**src/uar_pkg.sv**
```systemverilog
/*
 * Shared constants and types for the ASCII command responder.
 * Assumes one 25 MHz system clock and a 9600 bps serial link.
 */
package uar_pkg;

    // System clock rate and link rate in hertz and bits per second.
    localparam int unsigned CLK_HZ = 25_000_000;
    localparam int unsigned LINK_BPS = 9600;
    // Clock cycles in one bit time, rounded down.
    localparam int unsigned BIT_CYCLES = CLK_HZ / LINK_BPS;
    // Clock cycles from a start edge to the middle of the start bit.
    localparam int unsigned HALF_BIT_CYCLES = BIT_CYCLES / 2;

    // Frame layout: data bits per character.
    localparam int unsigned DATA_BITS = 8;
    // Ring depth in entries and entry width in bits.
    localparam int unsigned RING_DEPTH = 16;
    localparam int unsigned RING_WIDTH = 8;
    // Characters in every response message.
    localparam logic [7:0] MSG_LEN = 8'h04;

    // Received characters that are recognised.
    localparam logic [7:0] CHR_UPPER_T = 8'h54;
    localparam logic [7:0] CHR_LOWER_T = 8'h74;
    // Response characters.
    localparam logic [7:0] CHR_O = 8'h4F;
    localparam logic [7:0] CHR_K = 8'h4B;
    localparam logic [7:0] CHR_LO = 8'h6F;
    localparam logic [7:0] CHR_LK = 8'h6B;
    localparam logic [7:0] CHR_U = 8'h55;
    localparam logic [7:0] CHR_C = 8'h43;
    localparam logic [7:0] CHR_P = 8'h50;
    localparam logic [7:0] CHR_F = 8'h46;
    localparam logic [7:0] CHR_E = 8'h45;
    localparam logic [7:0] CHR_CR = 8'h0D;
    localparam logic [7:0] CHR_LF = 8'h0A;

    // Ring record layout: bit 7 marks an error record.
    localparam int unsigned REC_ERR_BIT = 7;
    // Error record bits: parity, framing and overrun.
    localparam int unsigned REC_PE_BIT = 0;
    localparam int unsigned REC_FE_BIT = 1;
    localparam int unsigned REC_OE_BIT = 2;

    // Message identifiers, also the record value of a character response.
    typedef enum logic [2:0] {
        UAR_MSG_UPPER_ACK,
        UAR_MSG_LOWER_ACK,
        UAR_MSG_UNKNOWN,
        UAR_MSG_PARITY_ERR,
        UAR_MSG_FRAMING_ERR,
        UAR_MSG_OVERRUN_ERR
    } uar_msg_e;

    // One completed reception with its error status.
    typedef struct packed {
        logic [7:0] data;
        logic overrun_err;
        logic framing_err;
        logic parity_err;
    } uar_rx_evt_s;

endpackage

```
**src/uar_ring_mem.sv**
```systemverilog
/*
 * Small synchronous memory that holds the response ring entries.
 * Assumes the owner keeps the pointers; read data come from a register.
 */
`timescale 1ns/100ps

module uar_ring_mem #(
    parameter int unsigned DEPTH = 16,
    parameter int unsigned WIDTH = 8
) (
    input wire logic clk,
    input wire logic wr_en,
    input wire logic [$clog2(DEPTH)-1:0] wr_addr,
    input wire logic [WIDTH-1:0] wr_data,
    input wire logic rd_en,
    input wire logic [$clog2(DEPTH)-1:0] rd_addr,
    output logic [WIDTH-1:0] rd_data_ff
);

    // Storage array; its contents need no reset.
    logic [WIDTH-1:0] mem [DEPTH];

    // Writes land at the end of the cycle that asks for them.
    always_ff @(posedge clk) begin
        if (wr_en) begin
            mem[wr_addr] <= wr_data;
        end
    end

    // Read data appear one cycle after the request.
    always_ff @(posedge clk) begin
        if (rd_en) begin
            rd_data_ff <= mem[rd_addr];
        end
    end

endmodule

```
**src/uar_responder.sv**
```systemverilog
/*
 * ASCII command responder: serial receiver, response ring and sender.
 * Assumes a 25 MHz clock, a synchronous active-high reset, and an
 * asynchronous serial line that is resynchronised here.
 */
// How it works
// (RULE_01) Sixteen byte ring, separate read/write pointers.
// (RULE_02) Fill count follows every store and read.
// (RULE_03) T answers O, K, CR, LF.
// (RULE_04) t answers o, k, CR, LF.
// (RULE_05) Other characters answer U, C, CR, LF.
// (RULE_06) Framing error answers F, E, CR, LF.
// (RULE_07) Parity error answers P, E, CR, LF.
// (RULE_08) Overrun answers O, E, CR, LF.
// (RULE_09) Store only with room; report full.
// (RULE_10) Read returns oldest entry, else nothing.
// (RULE_11) Received byte classified, queued, dropped when full.
// (RULE_12) Error cancels reception, queues status when room.
// (RULE_13) Error record expands into message when sent.
// (RULE_14) Each byte end decrements counter, then masks.
// (RULE_15) Eight bit byte counter, zero means done.
// (RULE_16) Four characters per message before next fetch.
// (RULE_17) Enable starts both channels, events unmasked.
// (RULE_18) Eight bits, LSB first, even parity, 9600.
// (RULE_19) Idle checks ring, sends oldest, checks again.
// (RULE_20) Pointers wrap to zero, stored order kept.
// (RULE_21) Reception continues during transmission.
`timescale 1ns/100ps

module uar_responder
    import uar_pkg::*;
#(
    parameter int unsigned DEPTH = RING_DEPTH,
    // Clock cycles in one bit time.
    parameter int unsigned BIT_LEN = BIT_CYCLES
) (
    input wire logic clk,
    input wire logic rst,
    input wire logic link_enable,
    input wire logic serial_rx_pin,
    output logic serial_tx_pin_ff,
    output logic store_refused_ff,
    output logic sender_busy_ff
);

    localparam int unsigned AW = $clog2(DEPTH);
    localparam logic [15:0] BIT_CNT_MAX = 16'(BIT_LEN - 1);
    localparam logic [15:0] HALF_CNT_MAX = 16'(BIT_LEN / 2 - 1);
    localparam logic [7:0] DEPTH_B = 8'(DEPTH);
    localparam logic [7:0] LAST_IDX = 8'(DEPTH - 1);

    typedef enum {RX_IDLE, RX_START, RX_DATA, RX_PARITY, RX_STOP} uar_rx_state_e;
    typedef enum {TX_IDLE, TX_FETCH, TX_DECODE, TX_PICK, TX_START, TX_SEND} uar_snd_state_e;

    // Character of a message at a given position.
    function automatic logic [7:0] msg_byte(input uar_msg_e id, input logic [1:0] idx);
        logic [7:0] c0;
        logic [7:0] c1;
        c0 = CHR_U;
        c1 = CHR_C;
        case (id)
            // (RULE_03) Upper acknowledge text.
            UAR_MSG_UPPER_ACK: begin c0 = CHR_O; c1 = CHR_K; end
            // (RULE_04) Lower acknowledge text.
            UAR_MSG_LOWER_ACK: begin c0 = CHR_LO; c1 = CHR_LK; end
            // (RULE_07) Parity error text.
            UAR_MSG_PARITY_ERR: begin c0 = CHR_P; c1 = CHR_E; end
            // (RULE_06) Framing error text.
            UAR_MSG_FRAMING_ERR: begin c0 = CHR_F; c1 = CHR_E; end
            // (RULE_08) Overrun error text.
            UAR_MSG_OVERRUN_ERR: begin c0 = CHR_O; c1 = CHR_E; end
            // (RULE_05) Unknown character text.
            default: begin c0 = CHR_U; c1 = CHR_C; end
        endcase
        case (idx)
            2'h0: msg_byte = c0;
            2'h1: msg_byte = c1;
            2'h2: msg_byte = CHR_CR;
            default: msg_byte = CHR_LF;
        endcase
    endfunction

    // Ring pointer advance with wrap to entry zero.
    function automatic logic [7:0] ptr_next(input logic [7:0] p);
        ptr_next = (p == LAST_IDX) ? 8'h00 : p + 8'h01;
    endfunction

    logic rx_meta_ff;                 // First synchroniser stage.
    logic rx_sync_ff;                 // Second synchroniser stage.
    logic rx_prev_ff;                 // Previous synchronised level.
    uar_rx_state_e rx_state_ff;       // Receiver state.
    logic [15:0] rx_baud_ff;          // Receiver bit timer.
    logic [2:0] rx_bit_ff;            // Data bit index.
    logic [7:0] rx_shift_ff;          // Data being assembled.
    logic rx_par_err_ff;              // Parity mismatch of current frame.
    uar_rx_evt_s rx_evt_ff;           // Last completed frame.
    logic rx_evt_valid_ff;            // Frame waiting for classification.
    logic [7:0] ring_write_ptr;       // Next entry to fill.
    logic [7:0] ring_read_ptr;        // Oldest entry.
    logic [7:0] ring_fill_count;      // Entries held.
    logic [7:0] ring_rd_data;         // Fetched entry.
    logic ring_store;                 // Store strobe this cycle.
    logic ring_fetch;                 // Fetch strobe this cycle.
    logic ring_full;                  // Store would be refused.
    logic [7:0] store_rec;            // Record to store.
    uar_snd_state_e snd_state_ff;     // Sender state.
    logic [7:0] rec_ff;               // Record being sent.
    logic [2:0] err_left_ff;          // Error messages still to send.
    uar_msg_e msg_ff;                 // Message being sent.
    logic [7:0] tx_bytes_left;        // Characters left in message.
    logic [1:0] tx_idx_ff;            // Position of current character.
    logic tx_done_mask_ff;            // Byte-end events ignored when set.
    logic tx_start;                   // Begin one character.
    logic [10:0] tx_shift_ff;         // Serial frame shifting out.
    logic [3:0] tx_bits_ff;           // Frame bits still to send.
    logic [15:0] tx_baud_ff;          // Transmitter bit timer.
    logic tx_done_event;              // One character has left the pin.

    // Two-stage synchroniser and edge history for the receive pin.
    always_ff @(posedge clk) begin
        if (rst) begin
            rx_meta_ff <= 1'b1;
            rx_sync_ff <= 1'b1;
            rx_prev_ff <= 1'b1;
        end else begin
            rx_meta_ff <= serial_rx_pin;
            rx_sync_ff <= rx_meta_ff;
            rx_prev_ff <= rx_sync_ff;
        end
    end

    // Receiver frame sequencer, sampling each bit at its middle.
    always_ff @(posedge clk) begin
        if (rst || !link_enable) begin
            rx_state_ff <= RX_IDLE;
            rx_baud_ff <= 16'h0000;
            rx_bit_ff <= 3'h0;
            rx_shift_ff <= 8'h00;
            rx_par_err_ff <= 1'b0;
        end else begin
            case (rx_state_ff)
                // (RULE_17) Wait for a start edge while enabled.
                RX_IDLE: begin
                    if (rx_prev_ff && !rx_sync_ff) begin
                        rx_state_ff <= RX_START;
                        rx_baud_ff <= HALF_CNT_MAX;
                    end
                end
                // A start bit that is not low at its middle is a glitch.
                RX_START: begin
                    if (rx_baud_ff != 16'h0000) begin
                        rx_baud_ff <= rx_baud_ff - 16'h0001;
                    end else if (rx_sync_ff) begin
                        rx_state_ff <= RX_IDLE;
                    end else begin
                        rx_state_ff <= RX_DATA;
                        rx_baud_ff <= BIT_CNT_MAX;
                        rx_bit_ff <= 3'h0;
                    end
                end
                // (RULE_18) Data arrive least significant bit first.
                RX_DATA: begin
                    if (rx_baud_ff != 16'h0000) begin
                        rx_baud_ff <= rx_baud_ff - 16'h0001;
                    end else begin
                        rx_shift_ff <= {rx_sync_ff, rx_shift_ff[7:1]};
                        rx_baud_ff <= BIT_CNT_MAX;
                        rx_bit_ff <= rx_bit_ff + 3'h1;
                        if (rx_bit_ff == 3'(DATA_BITS - 1)) begin
                            rx_state_ff <= RX_PARITY;
                        end
                    end
                end
                // (RULE_18) Even parity over data and parity bit.
                RX_PARITY: begin
                    if (rx_baud_ff != 16'h0000) begin
                        rx_baud_ff <= rx_baud_ff - 16'h0001;
                    end else begin
                        rx_par_err_ff <= (^rx_shift_ff) ^ rx_sync_ff;
                        rx_baud_ff <= BIT_CNT_MAX;
                        rx_state_ff <= RX_STOP;
                    end
                end
                // Stop bit sampled; the frame ends here.
                RX_STOP: begin
                    if (rx_baud_ff != 16'h0000) begin
                        rx_baud_ff <= rx_baud_ff - 16'h0001;
                    end else begin
                        rx_state_ff <= RX_IDLE;
                    end
                end
                default: rx_state_ff <= RX_IDLE;
            endcase
        end
    end

    // Completed frame handed to the classifier, with its error status.
    always_ff @(posedge clk) begin
        if (rst) begin
            rx_evt_ff <= '0;
            rx_evt_valid_ff <= 1'b0;
        end else if (rx_state_ff == RX_STOP && rx_baud_ff == 16'h0000) begin
            rx_evt_ff.data <= rx_shift_ff;
            rx_evt_ff.parity_err <= rx_par_err_ff;
            rx_evt_ff.framing_err <= !rx_sync_ff;
            // (RULE_08) Frame completes before the previous was taken.
            rx_evt_ff.overrun_err <= rx_evt_valid_ff;
            rx_evt_valid_ff <= 1'b1;
        end else begin
            rx_evt_valid_ff <= 1'b0;
        end
    end

    // (RULE_11) Classify a good byte into its response record.
    always_comb begin
        if (rx_evt_ff.parity_err || rx_evt_ff.framing_err || rx_evt_ff.overrun_err) begin
            // (RULE_12) An error replaces the receive-complete request.
            store_rec = 8'h00;
            store_rec[REC_ERR_BIT] = 1'b1;
            store_rec[REC_PE_BIT] = rx_evt_ff.parity_err;
            store_rec[REC_FE_BIT] = rx_evt_ff.framing_err;
            store_rec[REC_OE_BIT] = rx_evt_ff.overrun_err;
        end else if (rx_evt_ff.data == CHR_UPPER_T) begin
            store_rec = {5'h00, UAR_MSG_UPPER_ACK};
        end else if (rx_evt_ff.data == CHR_LOWER_T) begin
            store_rec = {5'h00, UAR_MSG_LOWER_ACK};
        end else begin
            store_rec = {5'h00, UAR_MSG_UNKNOWN};
        end
    end

    // (RULE_09) Store only when the ring has room.
    // A fetch in the same cycle frees an entry, so the store has room.
    assign ring_full = (ring_fill_count == DEPTH_B) && !ring_fetch;
    // (RULE_21) Stores proceed in any sender state, except on a full ring, where only a fetch by the idle sender lets them in.
    assign ring_store = rx_evt_valid_ff && !ring_full;
    // (RULE_19) Fetch the oldest record when idle and not empty.
    assign ring_fetch = (snd_state_ff == TX_IDLE) && link_enable && (ring_fill_count != 8'h00);

    // (RULE_09) Refused store is reported for one cycle.
    always_ff @(posedge clk) begin
        if (rst) begin
            store_refused_ff <= 1'b0;
        end else begin
            store_refused_ff <= rx_evt_valid_ff && ring_full;
        end
    end

    // (RULE_20) Pointers advance and wrap to entry zero.
    always_ff @(posedge clk) begin
        if (rst) begin
            ring_write_ptr <= 8'h00;
            ring_read_ptr <= 8'h00;
        end else begin
            if (ring_store) begin
                ring_write_ptr <= ptr_next(ring_write_ptr);
            end
            if (ring_fetch) begin
                ring_read_ptr <= ptr_next(ring_read_ptr);
            end
        end
    end

    // (RULE_02) Fill count tracks stores and fetches together.
    always_ff @(posedge clk) begin
        if (rst) begin
            ring_fill_count <= 8'h00;
        end else if (ring_store && !ring_fetch) begin
            ring_fill_count <= ring_fill_count + 8'h01;
        end else if (ring_fetch && !ring_store) begin
            ring_fill_count <= ring_fill_count - 8'h01;
        end
    end

    // (RULE_01) Sixteen entries of eight bits.
    uar_ring_mem #(
        .DEPTH(DEPTH),
        .WIDTH(RING_WIDTH)
    ) u_ring (
        .clk(clk),
        .wr_en(ring_store),
        .wr_addr(ring_write_ptr[AW-1:0]),
        .wr_data(store_rec),
        .rd_en(ring_fetch),
        .rd_addr(ring_read_ptr[AW-1:0]),
        .rd_data_ff(ring_rd_data)
    );

    // Message sequencer: one record becomes one or more messages.
    always_ff @(posedge clk) begin
        if (rst) begin
            snd_state_ff <= TX_IDLE;
            rec_ff <= 8'h00;
            err_left_ff <= 3'h0;
            msg_ff <= UAR_MSG_UNKNOWN;
        end else begin
            case (snd_state_ff)
                // (RULE_10) Only a non-empty ring yields a record.
                TX_IDLE: begin
                    if (ring_fetch) begin
                        snd_state_ff <= TX_FETCH;
                    end
                end
                // Memory read data arrive in the next cycle.
                TX_FETCH: snd_state_ff <= TX_DECODE;
                TX_DECODE: begin
                    rec_ff <= ring_rd_data;
                    if (ring_rd_data[REC_ERR_BIT]) begin
                        err_left_ff <= ring_rd_data[2:0];
                        snd_state_ff <= TX_PICK;
                    end else begin
                        msg_ff <= uar_msg_e'(ring_rd_data[2:0]);
                        snd_state_ff <= TX_START;
                    end
                end
                // (RULE_13) Each set error bit becomes its message.
                TX_PICK: begin
                    if (err_left_ff[REC_PE_BIT]) begin
                        msg_ff <= UAR_MSG_PARITY_ERR;
                        err_left_ff[REC_PE_BIT] <= 1'b0;
                        snd_state_ff <= TX_START;
                    end else if (err_left_ff[REC_FE_BIT]) begin
                        msg_ff <= UAR_MSG_FRAMING_ERR;
                        err_left_ff[REC_FE_BIT] <= 1'b0;
                        snd_state_ff <= TX_START;
                    end else if (err_left_ff[REC_OE_BIT]) begin
                        msg_ff <= UAR_MSG_OVERRUN_ERR;
                        err_left_ff[REC_OE_BIT] <= 1'b0;
                        snd_state_ff <= TX_START;
                    end else begin
                        snd_state_ff <= TX_IDLE;
                    end
                end
                TX_START: snd_state_ff <= TX_SEND;
                // (RULE_16) Leave only after the fourth character ends.
                TX_SEND: begin
                    if (tx_done_event && !tx_done_mask_ff && tx_bytes_left == 8'h01) begin
                        snd_state_ff <= rec_ff[REC_ERR_BIT] ? TX_PICK : TX_IDLE;
                    end
                end
                default: snd_state_ff <= TX_IDLE;
            endcase
        end
    end

    // (RULE_14) Byte counter, character index and completion mask.
    always_ff @(posedge clk) begin
        if (rst) begin
            tx_bytes_left <= 8'h00;
            tx_idx_ff <= 2'h0;
            tx_done_mask_ff <= 1'b1;
        end else if (snd_state_ff == TX_START) begin
            tx_bytes_left <= MSG_LEN;
            tx_idx_ff <= 2'h0;
            tx_done_mask_ff <= 1'b0;
        end else if (tx_done_event && !tx_done_mask_ff) begin
            // (RULE_15) Zero marks the message as fully sent.
            tx_bytes_left <= tx_bytes_left - 8'h01;
            tx_idx_ff <= tx_idx_ff + 2'h1;
            tx_done_mask_ff <= (tx_bytes_left == 8'h01);
        end
    end

    // (RULE_14) Next character starts while characters remain.
    assign tx_start = (snd_state_ff == TX_START) ||
        (tx_done_event && !tx_done_mask_ff && tx_bytes_left != 8'h01);

    // (RULE_18) Frame: start, data LSB first, even parity, stop.
    always_ff @(posedge clk) begin
        if (rst) begin
            tx_shift_ff <= 11'h7FF;
            tx_bits_ff <= 4'h0;
            tx_baud_ff <= 16'h0000;
            serial_tx_pin_ff <= 1'b1;
        end else if (tx_start) begin
            tx_shift_ff <= {1'b1, ^msg_byte(msg_ff, tx_idx_ff + 2'(tx_done_event)),
                msg_byte(msg_ff, tx_idx_ff + 2'(tx_done_event)), 1'b0};
            tx_bits_ff <= 4'hB;
            tx_baud_ff <= 16'h0000;
        end else if (tx_bits_ff != 4'h0) begin
            if (tx_baud_ff == 16'h0000) begin
                serial_tx_pin_ff <= tx_shift_ff[0];
                tx_shift_ff <= {1'b1, tx_shift_ff[10:1]};
                tx_bits_ff <= tx_bits_ff - 4'h1;
                tx_baud_ff <= BIT_CNT_MAX;
            end else begin
                tx_baud_ff <= tx_baud_ff - 16'h0001;
            end
        end else if (tx_baud_ff != 16'h0000) begin
            tx_baud_ff <= tx_baud_ff - 16'h0001;
        end
    end

    // End of stop bit is the byte-complete event.
    assign tx_done_event = (tx_bits_ff == 4'h0) && (tx_baud_ff == 16'h0001);

    // Busy flag for the surroundings while a record is in hand.
    always_ff @(posedge clk) begin
        if (rst) begin
            sender_busy_ff <= 1'b0;
        end else begin
            sender_busy_ff <= (snd_state_ff != TX_IDLE);
        end
    end

endmodule

```
**config.mk**
```make
export PLATFORM = sky130hd
export DESIGN_NAME = uar_responder
export DESIGN_NICKNAME = d
export VERILOG_FILES = /design/src/uar_pkg.sv /design/src/uar_ring_mem.sv /design/src/uar_responder.sv
export SDC_FILE = /design/constraint.sdc
export NUM_CORES = 1
export LEC_CHECK = 0
export BUFFER_PORTS_ARGS = -buffer_cell sky130_fd_sc_hd__buf_2
export CAP_MARGIN = 25
export CELL_PAD_IN_SITES_DETAIL_PLACEMENT = 2
export CELL_PAD_IN_SITES_GLOBAL_PLACEMENT = 2
export CORE_MARGIN = 2
export CORE_UTILIZATION = 45
export CTS_CLUSTER_DIAMETER = 200
export CTS_CLUSTER_SIZE = 30
export DETAILED_ROUTE_END_ITERATION = 10
export GPL_ROUTABILITY_DRIVEN = 0
export PLACE_DENSITY_LB_ADDON = 0.3
export SLEW_MARGIN = 5
export SYNTH_ARGS = -nofsm -noshare
export SYNTH_HDL_FRONTEND = slang
export SYNTH_SLANG_ARGS = --single-unit
```
**constraint.sdc**
```tcl
create_clock -name clk -period 11.65 [get_ports clk]
set_input_delay 0.5825 -clock clk [delete_from_list [all_inputs] [get_ports clk]]
set_output_delay 0.5825 -clock clk [all_outputs]
set_load 0.005 [all_outputs]
```
# [Word-level counts from Yosys, hierarchy flattened]
# Memory sizes are Yosys's and may differ from the RTL's. A register that Yosys moved wholly into a read port is not among the register bits.
# Cells that the tools add are included.
[op_classes] muxes=63 reduce_logical=64 bitwise_logic=3 n_eq_ne=42 addsub=11
[ops] cell="$mux W32" n=8
[ops] cell="$pmux W32 S6" n=1
[ops] cell="$pmux W32 S5" n=1
[ops] cell="$eq A32 B2 Y1 const B" n=4
[ops] cell="$mux W16" n=8
[ops] cell="$eq A32 B3 Y1 const B" n=3
[ops] cell="$logic_not A32 Y1" n=3
[ops] cell="$eq A32 B1 Y1 const B" n=2
[ops] cell="$eq A32 B4 Y1 const B" n=2
[ops] cell="$pmux W16 S4" n=1
[ops] cell="$mux W8" n=7
[ops] cell="$mux W3" n=14
[ops] cell="$logic_not A16 Y1" n=2
[ops] cell="$reduce_bool A16 Y1" n=2
[ops] cell="$reduce_bool A32 Y1" n=1
[ops] cell="$sub A16 B1 Y16 const B" n=2
[ops] cell="$mux W10" n=3
[ops] cell="$ne A2 B2 Y1 const B" n=13
[ops] cell="$add A8 B1 Y8 const B" n=3
[ops] cell="$pmux W6 S4" n=1
[ops] cell="$pmux W8 S3" n=1
[ops] cell="$pmux W3 S2" n=3
[ops] cell="$pmux W6 S3" n=1
[ops] cell="$eq A16 B1 Y1 const B" n=1
[ops] cell="39 further kinds" n=96
[word_totals] n_memories=1 ramBits=128 ff_bits=189 wordCells=217
[mem_list] memory="u_ring.mem" words=16 width=8 rd=1 rd_ports_with_merged_regs=1 wr=1 line="uar_ring_mem.sv:21" source="logic [WIDTH-1:0] mem [DEPTH];"

# [Depth between registers and ports, before layout]
[depth] ltp_word=11 mapped_depth=16

# [Cells and area by module]
# A second synthesis with hierarchy kept.
[unflattened] hier_cells=993 area_unflattened_um2=11583.6
[modules_own_cells] mod="uar_responder" cells_per_inst=764 n_inst=1 area_per_inst_um2=6356.1 seq_area_each_um2=2482.4
[modules_own_cells] mod="uar_ring_mem" cells_per_inst=229 n_inst=1 area_per_inst_um2=5227.5 seq_area_each_um2=4083.9

# [Worst setup path after synthesis]
# No wires, ideal clock.
[synth_timing] path_type="flip-flop to flip-flop" from="register tx_baud_ff[4]" to="register tx_shift_ff[9]" arrival_ns=3.649 slack_ns=7.885 period_less_slack_ns=3.765 n_path_buf=2 stages_incl_launch_ff=17 cell_sequence="dfxtp_1 -> or4_4 -> or3_1 -> buf_6 -> nand2b_1 -> nor3_1 -> ha_1 -> xor2_1 -> inv_1 -> ha_1 -> clkbuf_1 -> nand2_1 -> o22a_1 -> o221ai_1 -> o211a_1 -> or3_1 -> and3_1"
[synth_via] elab_chain_len=9
[synth_lines] element="start, declared" line="uar_responder.sv:116" source="logic [15:0] tx_baud_ff;"
[synth_lines] element="start signal, assigned" line="uar_responder.sv:387" source="tx_baud_ff <= tx_baud_ff - 16'h0001;"
[synth_lines] element="start signal, assigned" line="uar_responder.sv:390" source="tx_baud_ff <= tx_baud_ff - 16'h0001;"
[synth_lines] element="$eq A16 B1 Y1" line="uar_responder.sv:395" source="assign tx_done_event = (tx_bits_ff == 4'h0) && (tx_baud_ff == 16'h0001);"
[synth_lines] element="$logic_and A1 B1 Y1" line="uar_responder.sv:395"
[synth_lines] element="$add A2 B1 Y2" line="uar_responder.sv:376" source="tx_shift_ff <= {1'b1, ^msg_byte(msg_ff, tx_idx_ff + 2'(tx_done_event)),"
[synth_lines] element="$eq A2 B2 Y1, or another cell as far along" line="uar_responder.sv:75" source="case (idx)"
[synth_lines] element="$pmux W8 S3" line="uar_responder.sv:75"
[synth_lines] element="$mux W8" line="uar_responder.sv:375" source="end else if (tx_start) begin"
[synth_lines] element="$mux W8" line="uar_responder.sv:370" source="if (rst) begin"
[synth_lines] element="$reduce_xor A8 Y1" line="uar_responder.sv:376"
[synth_lines] element="$mux W10" line="uar_responder.sv:375"
[synth_lines] element="end signal, assigned" line="uar_responder.sv:376"
[synth_lines] element="end signal, assigned" line="uar_responder.sv:383" source="tx_shift_ff <= {1'b1, tx_shift_ff[10:1]};"
[synth_lines] element="end, declared" line="uar_responder.sv:114" source="logic [10:0] tx_shift_ff;"
# Several ways; a longest one is shown, not always the timed one. The select of a mux whose other input is x is not followed.
# A chain may end at the register's enable or synchronous reset.

# [Worst setup path in the final report]
# Same ends and word-level chain as after synthesis.

==> impl_metrics.yaml <==
worst_hold_path:
  hp-start: "serial_rx_pin"
  min_path_type: "input port to flop"
synthesis:
  ys_warn_count: 0
  yosysTopAreaCellShare: 0.2757
  synthArstFlopShare: 0
  synth_nets: 912
  yosys.area.top_type: "dfxtp_1"
  synth_edf_count: 68
  synth_common_cells: "dfxtp_1, nor2_1, nand2_1"
  synth.distinct_cells: 69
  synthTopCellsByArea: "dfxtp_1, edfxtp_1, mux4_2"
  synth.most_common_cell: "dfxtp_1"
  synth_cells: 880
  yosysSeqAreaShare: 0.5026
  synth-main-ff-cell: "dfxtp_1"
  syn_avg_cell_area_um2: 10.23
  netlist_area_um2: 9002
  yosys_register_bits: 192
pwr:
  cellPowerDensity_nw_per_um2: 194.5
  ir_worst_vdd_mv: 0.1001
  p_leak_uw: 0.003426
clock_tree:
  cts_root_buf: "clkbuf_16"
  post_cts.repair.setup_buffers: 0
  clockBufferDepth: 2
  htreeDepth: 4
  clk-insertion-delay-late_ns: 0.46
  hold_buffers: 0
  clock-sinks: 192
  numCtsBuffers: 17
  cts_tree: "yes"
  clk_pin_slew_ns: 0.08
  cts_resized: 0
timing:
  setup_viol: 0
  tightest_slew_ns: 0.9911
  hold_violations: 0
  slew_violations: 0
  skew_ns: 0.01121
  clock.fmax_mhz: 204.4
  relSlewSlack: 0.3368
  grt_setup_unrepaired: "false"
  fin_crit_sh: 0.4200
  tns_ns: 0
  setup_slack_ns: 6.757
  post-route-min-period_ns: 4.893
grt:
  overflow: 0
  grt_use_total: 0.2751
  grt_pass1_vias: 7709
  grt_max_degree: 53
  antenna_found_initial: 0
  grt_pass1_wl_um: 45240
placement:
  dp_slack_ns: 7.038
  dp_hpwl_um: 18380
  portBuffers: 6
cells_and_area:
  final_nets: 900
  layout-drive-gt1-share: 0.09648
  post-route-util: 0.5042
  num_antenna_cells: 0
  area_growth_pct: 9.354
  fillCellCount: 2051
route:
  wl_per_cell_um: 24.93
  drt_iter0_drc: 420
  postRouteAntennaNets: 0
  via_count: 7023
  vias_per_cell: 6.128
  drc: 0
  drt_pass1_iterations: 7
  routed_wl_um: 28570
worst_setup_path:
  worstReg2RegStart: "tx_baud_ff[4]"
  crit_path_start: "tx_baud_ff[4]"
  critPathRequiredTime_ns: 12.01
  critPathLaunchType: "flop"
  crit_path_end_kind: "flop"
  cp_data_arrival_time_ns: 5.25
  crit_fanout: 13
  critical_path_class: "flop to flop"
floorplan:
  ios: 7
  coreArea_um2: 19530
  dieArea_um2: 21150
  die_w_um: 145.4
  rows: 51
  initial_core_util: 0.4610
  die_y_um: 145.4
flow_run:
  drv_cap: 0
outcome:
  status: "finished, final reports clean"
[worst max-delay path, cell delays in order (launching register included)]
cell and delay (ns):
dfxtp_1 0.37, or4_4 0.57, or3_1 0.55, nand2b_1 0.33
nor3_1 0.26, ha_1 0.22, xor2_1 0.29, inv_1 0.14
ha_1 0.38, or2_2 0.39, o32a_1 0.21, a21boi_0 0.39
nor4_1 0.15, or3_1 0.38, and3_1 0.16
[kinds of logic after synthesis]
group	after synthesis	synth area share
buffers and inverters	72	0.03308
and+or+nand+nor	336	0.1892
adders and majority gates	28	0.03975
xor gates and xnor gates	54	0.05254
DFF	192	0.5026
AOI/OAI and AO/OA	156	0.1084
muxes	42	0.07450
[path summary, 6_finish.rpt]
path         cells after the start  slack [ns]        endpoint
max                             14        6.76  tx_shift_ff[9]
min                              2        0.31      rx_meta_ff
max reg2reg                     14        6.76  tx_shift_ff[9]
min reg2reg                      1        0.42      rx_sync_ff
[metal layers]
layer / wire length (um) / global-route usage
met3: 830 / 0.04828
met5: 0 / 0
met4: 846 / 0.09608
met2: 15170 / 0.4955
met1: 11720 / 0.3316
[layout by cell type, fill, tap and decap left out, types with 4 or more instances in the layout]
| cell | n |
|---|---|
| nand4b_1 | 4 |
| nand3_1 | 12 |
| or2_2 | 7 |
| buf_2 | 7 |
| and3_1 | 8 |
| xor2_1 | 26 |
| nor2_1 | 102 |
| a21o_1 | 8 |
| buf_4 | 4 |
| nor4b_1 | 5 |
| nor3b_1 | 4 |
| nand2b_1 | 11 |
| and2_1 | 19 |
| o211ai_1 | 6 |
| nand3b_1 | 5 |
| mux2i_1 | 22 |
| nor3_1 | 28 |
| a31oi_1 | 6 |
| dfxtp_1 | 124 |
| xnor2_1 | 28 |
| nor2b_1 | 6 |
| a211oi_1 | 13 |
| clkbuf_16 | 17 |
| inv_6 | 4 |
| or3_1 | 11 |
| a21oi_1 | 66 |
| ha_1 | 27 |
| inv_1 | 27 |
| nand4_1 | 11 |
| mux4_2 | 20 |
| edfxtp_1 | 68 |
| nor4_1 | 15 |
| nand2_1 | 74 |
| o21ai_0 | 30 |
[cell type report]
cell class                 instances  area (um^2)  area share
sequential                       192         4524      0.4596
multi-input combinational        616         4189      0.4255
clock buffer                      17        425.4     0.04321
tap                              265        331.6     0.03368
clock inverter                    15        172.7     0.01754
inverter                          29        108.9     0.01106
timing repair buffer              12        92.59    0.009405
[power by group]
part / switching, uW / total, uW / internal, uW
Combinational: 305 / 498 / 193
Clock: 305 / 611 / 306
Sequential: 64.2 / 806 / 742
Total: 674 / 1910 / 1240
[stage by stage]
step / cell area, um^2 / instances / hold WS [ns] / total power, uW
finish: 9844 / 1146 / 0.3084 / 1915
global route: 9844 / 1146 / 0.3017 / 2001
CTS: 9839 / 1145 / 0.3033 / 1918
detailed placement: 9241 / 1113 / 0.4097 / 1284
global placement: 9214 / 1112 / 0.3945 / 1229
floorplan: 9002 / 880 / 0.3895 / 1157
[state kept, by name (all words and copies together), names as in the netlist, 8 cells and up]
signal and cells:
ring_fill_count 8, ring_read_ptr 8, ring_write_ptr 8, rx_baud_ff 16, rx_evt_ff 11, rx_shift_ff 8, tx_baud_ff 16, tx_bytes_left 8
tx_shift_ff 10, u_ring.mem 64
Note: power is estimated with default switching activity, not from simulation.
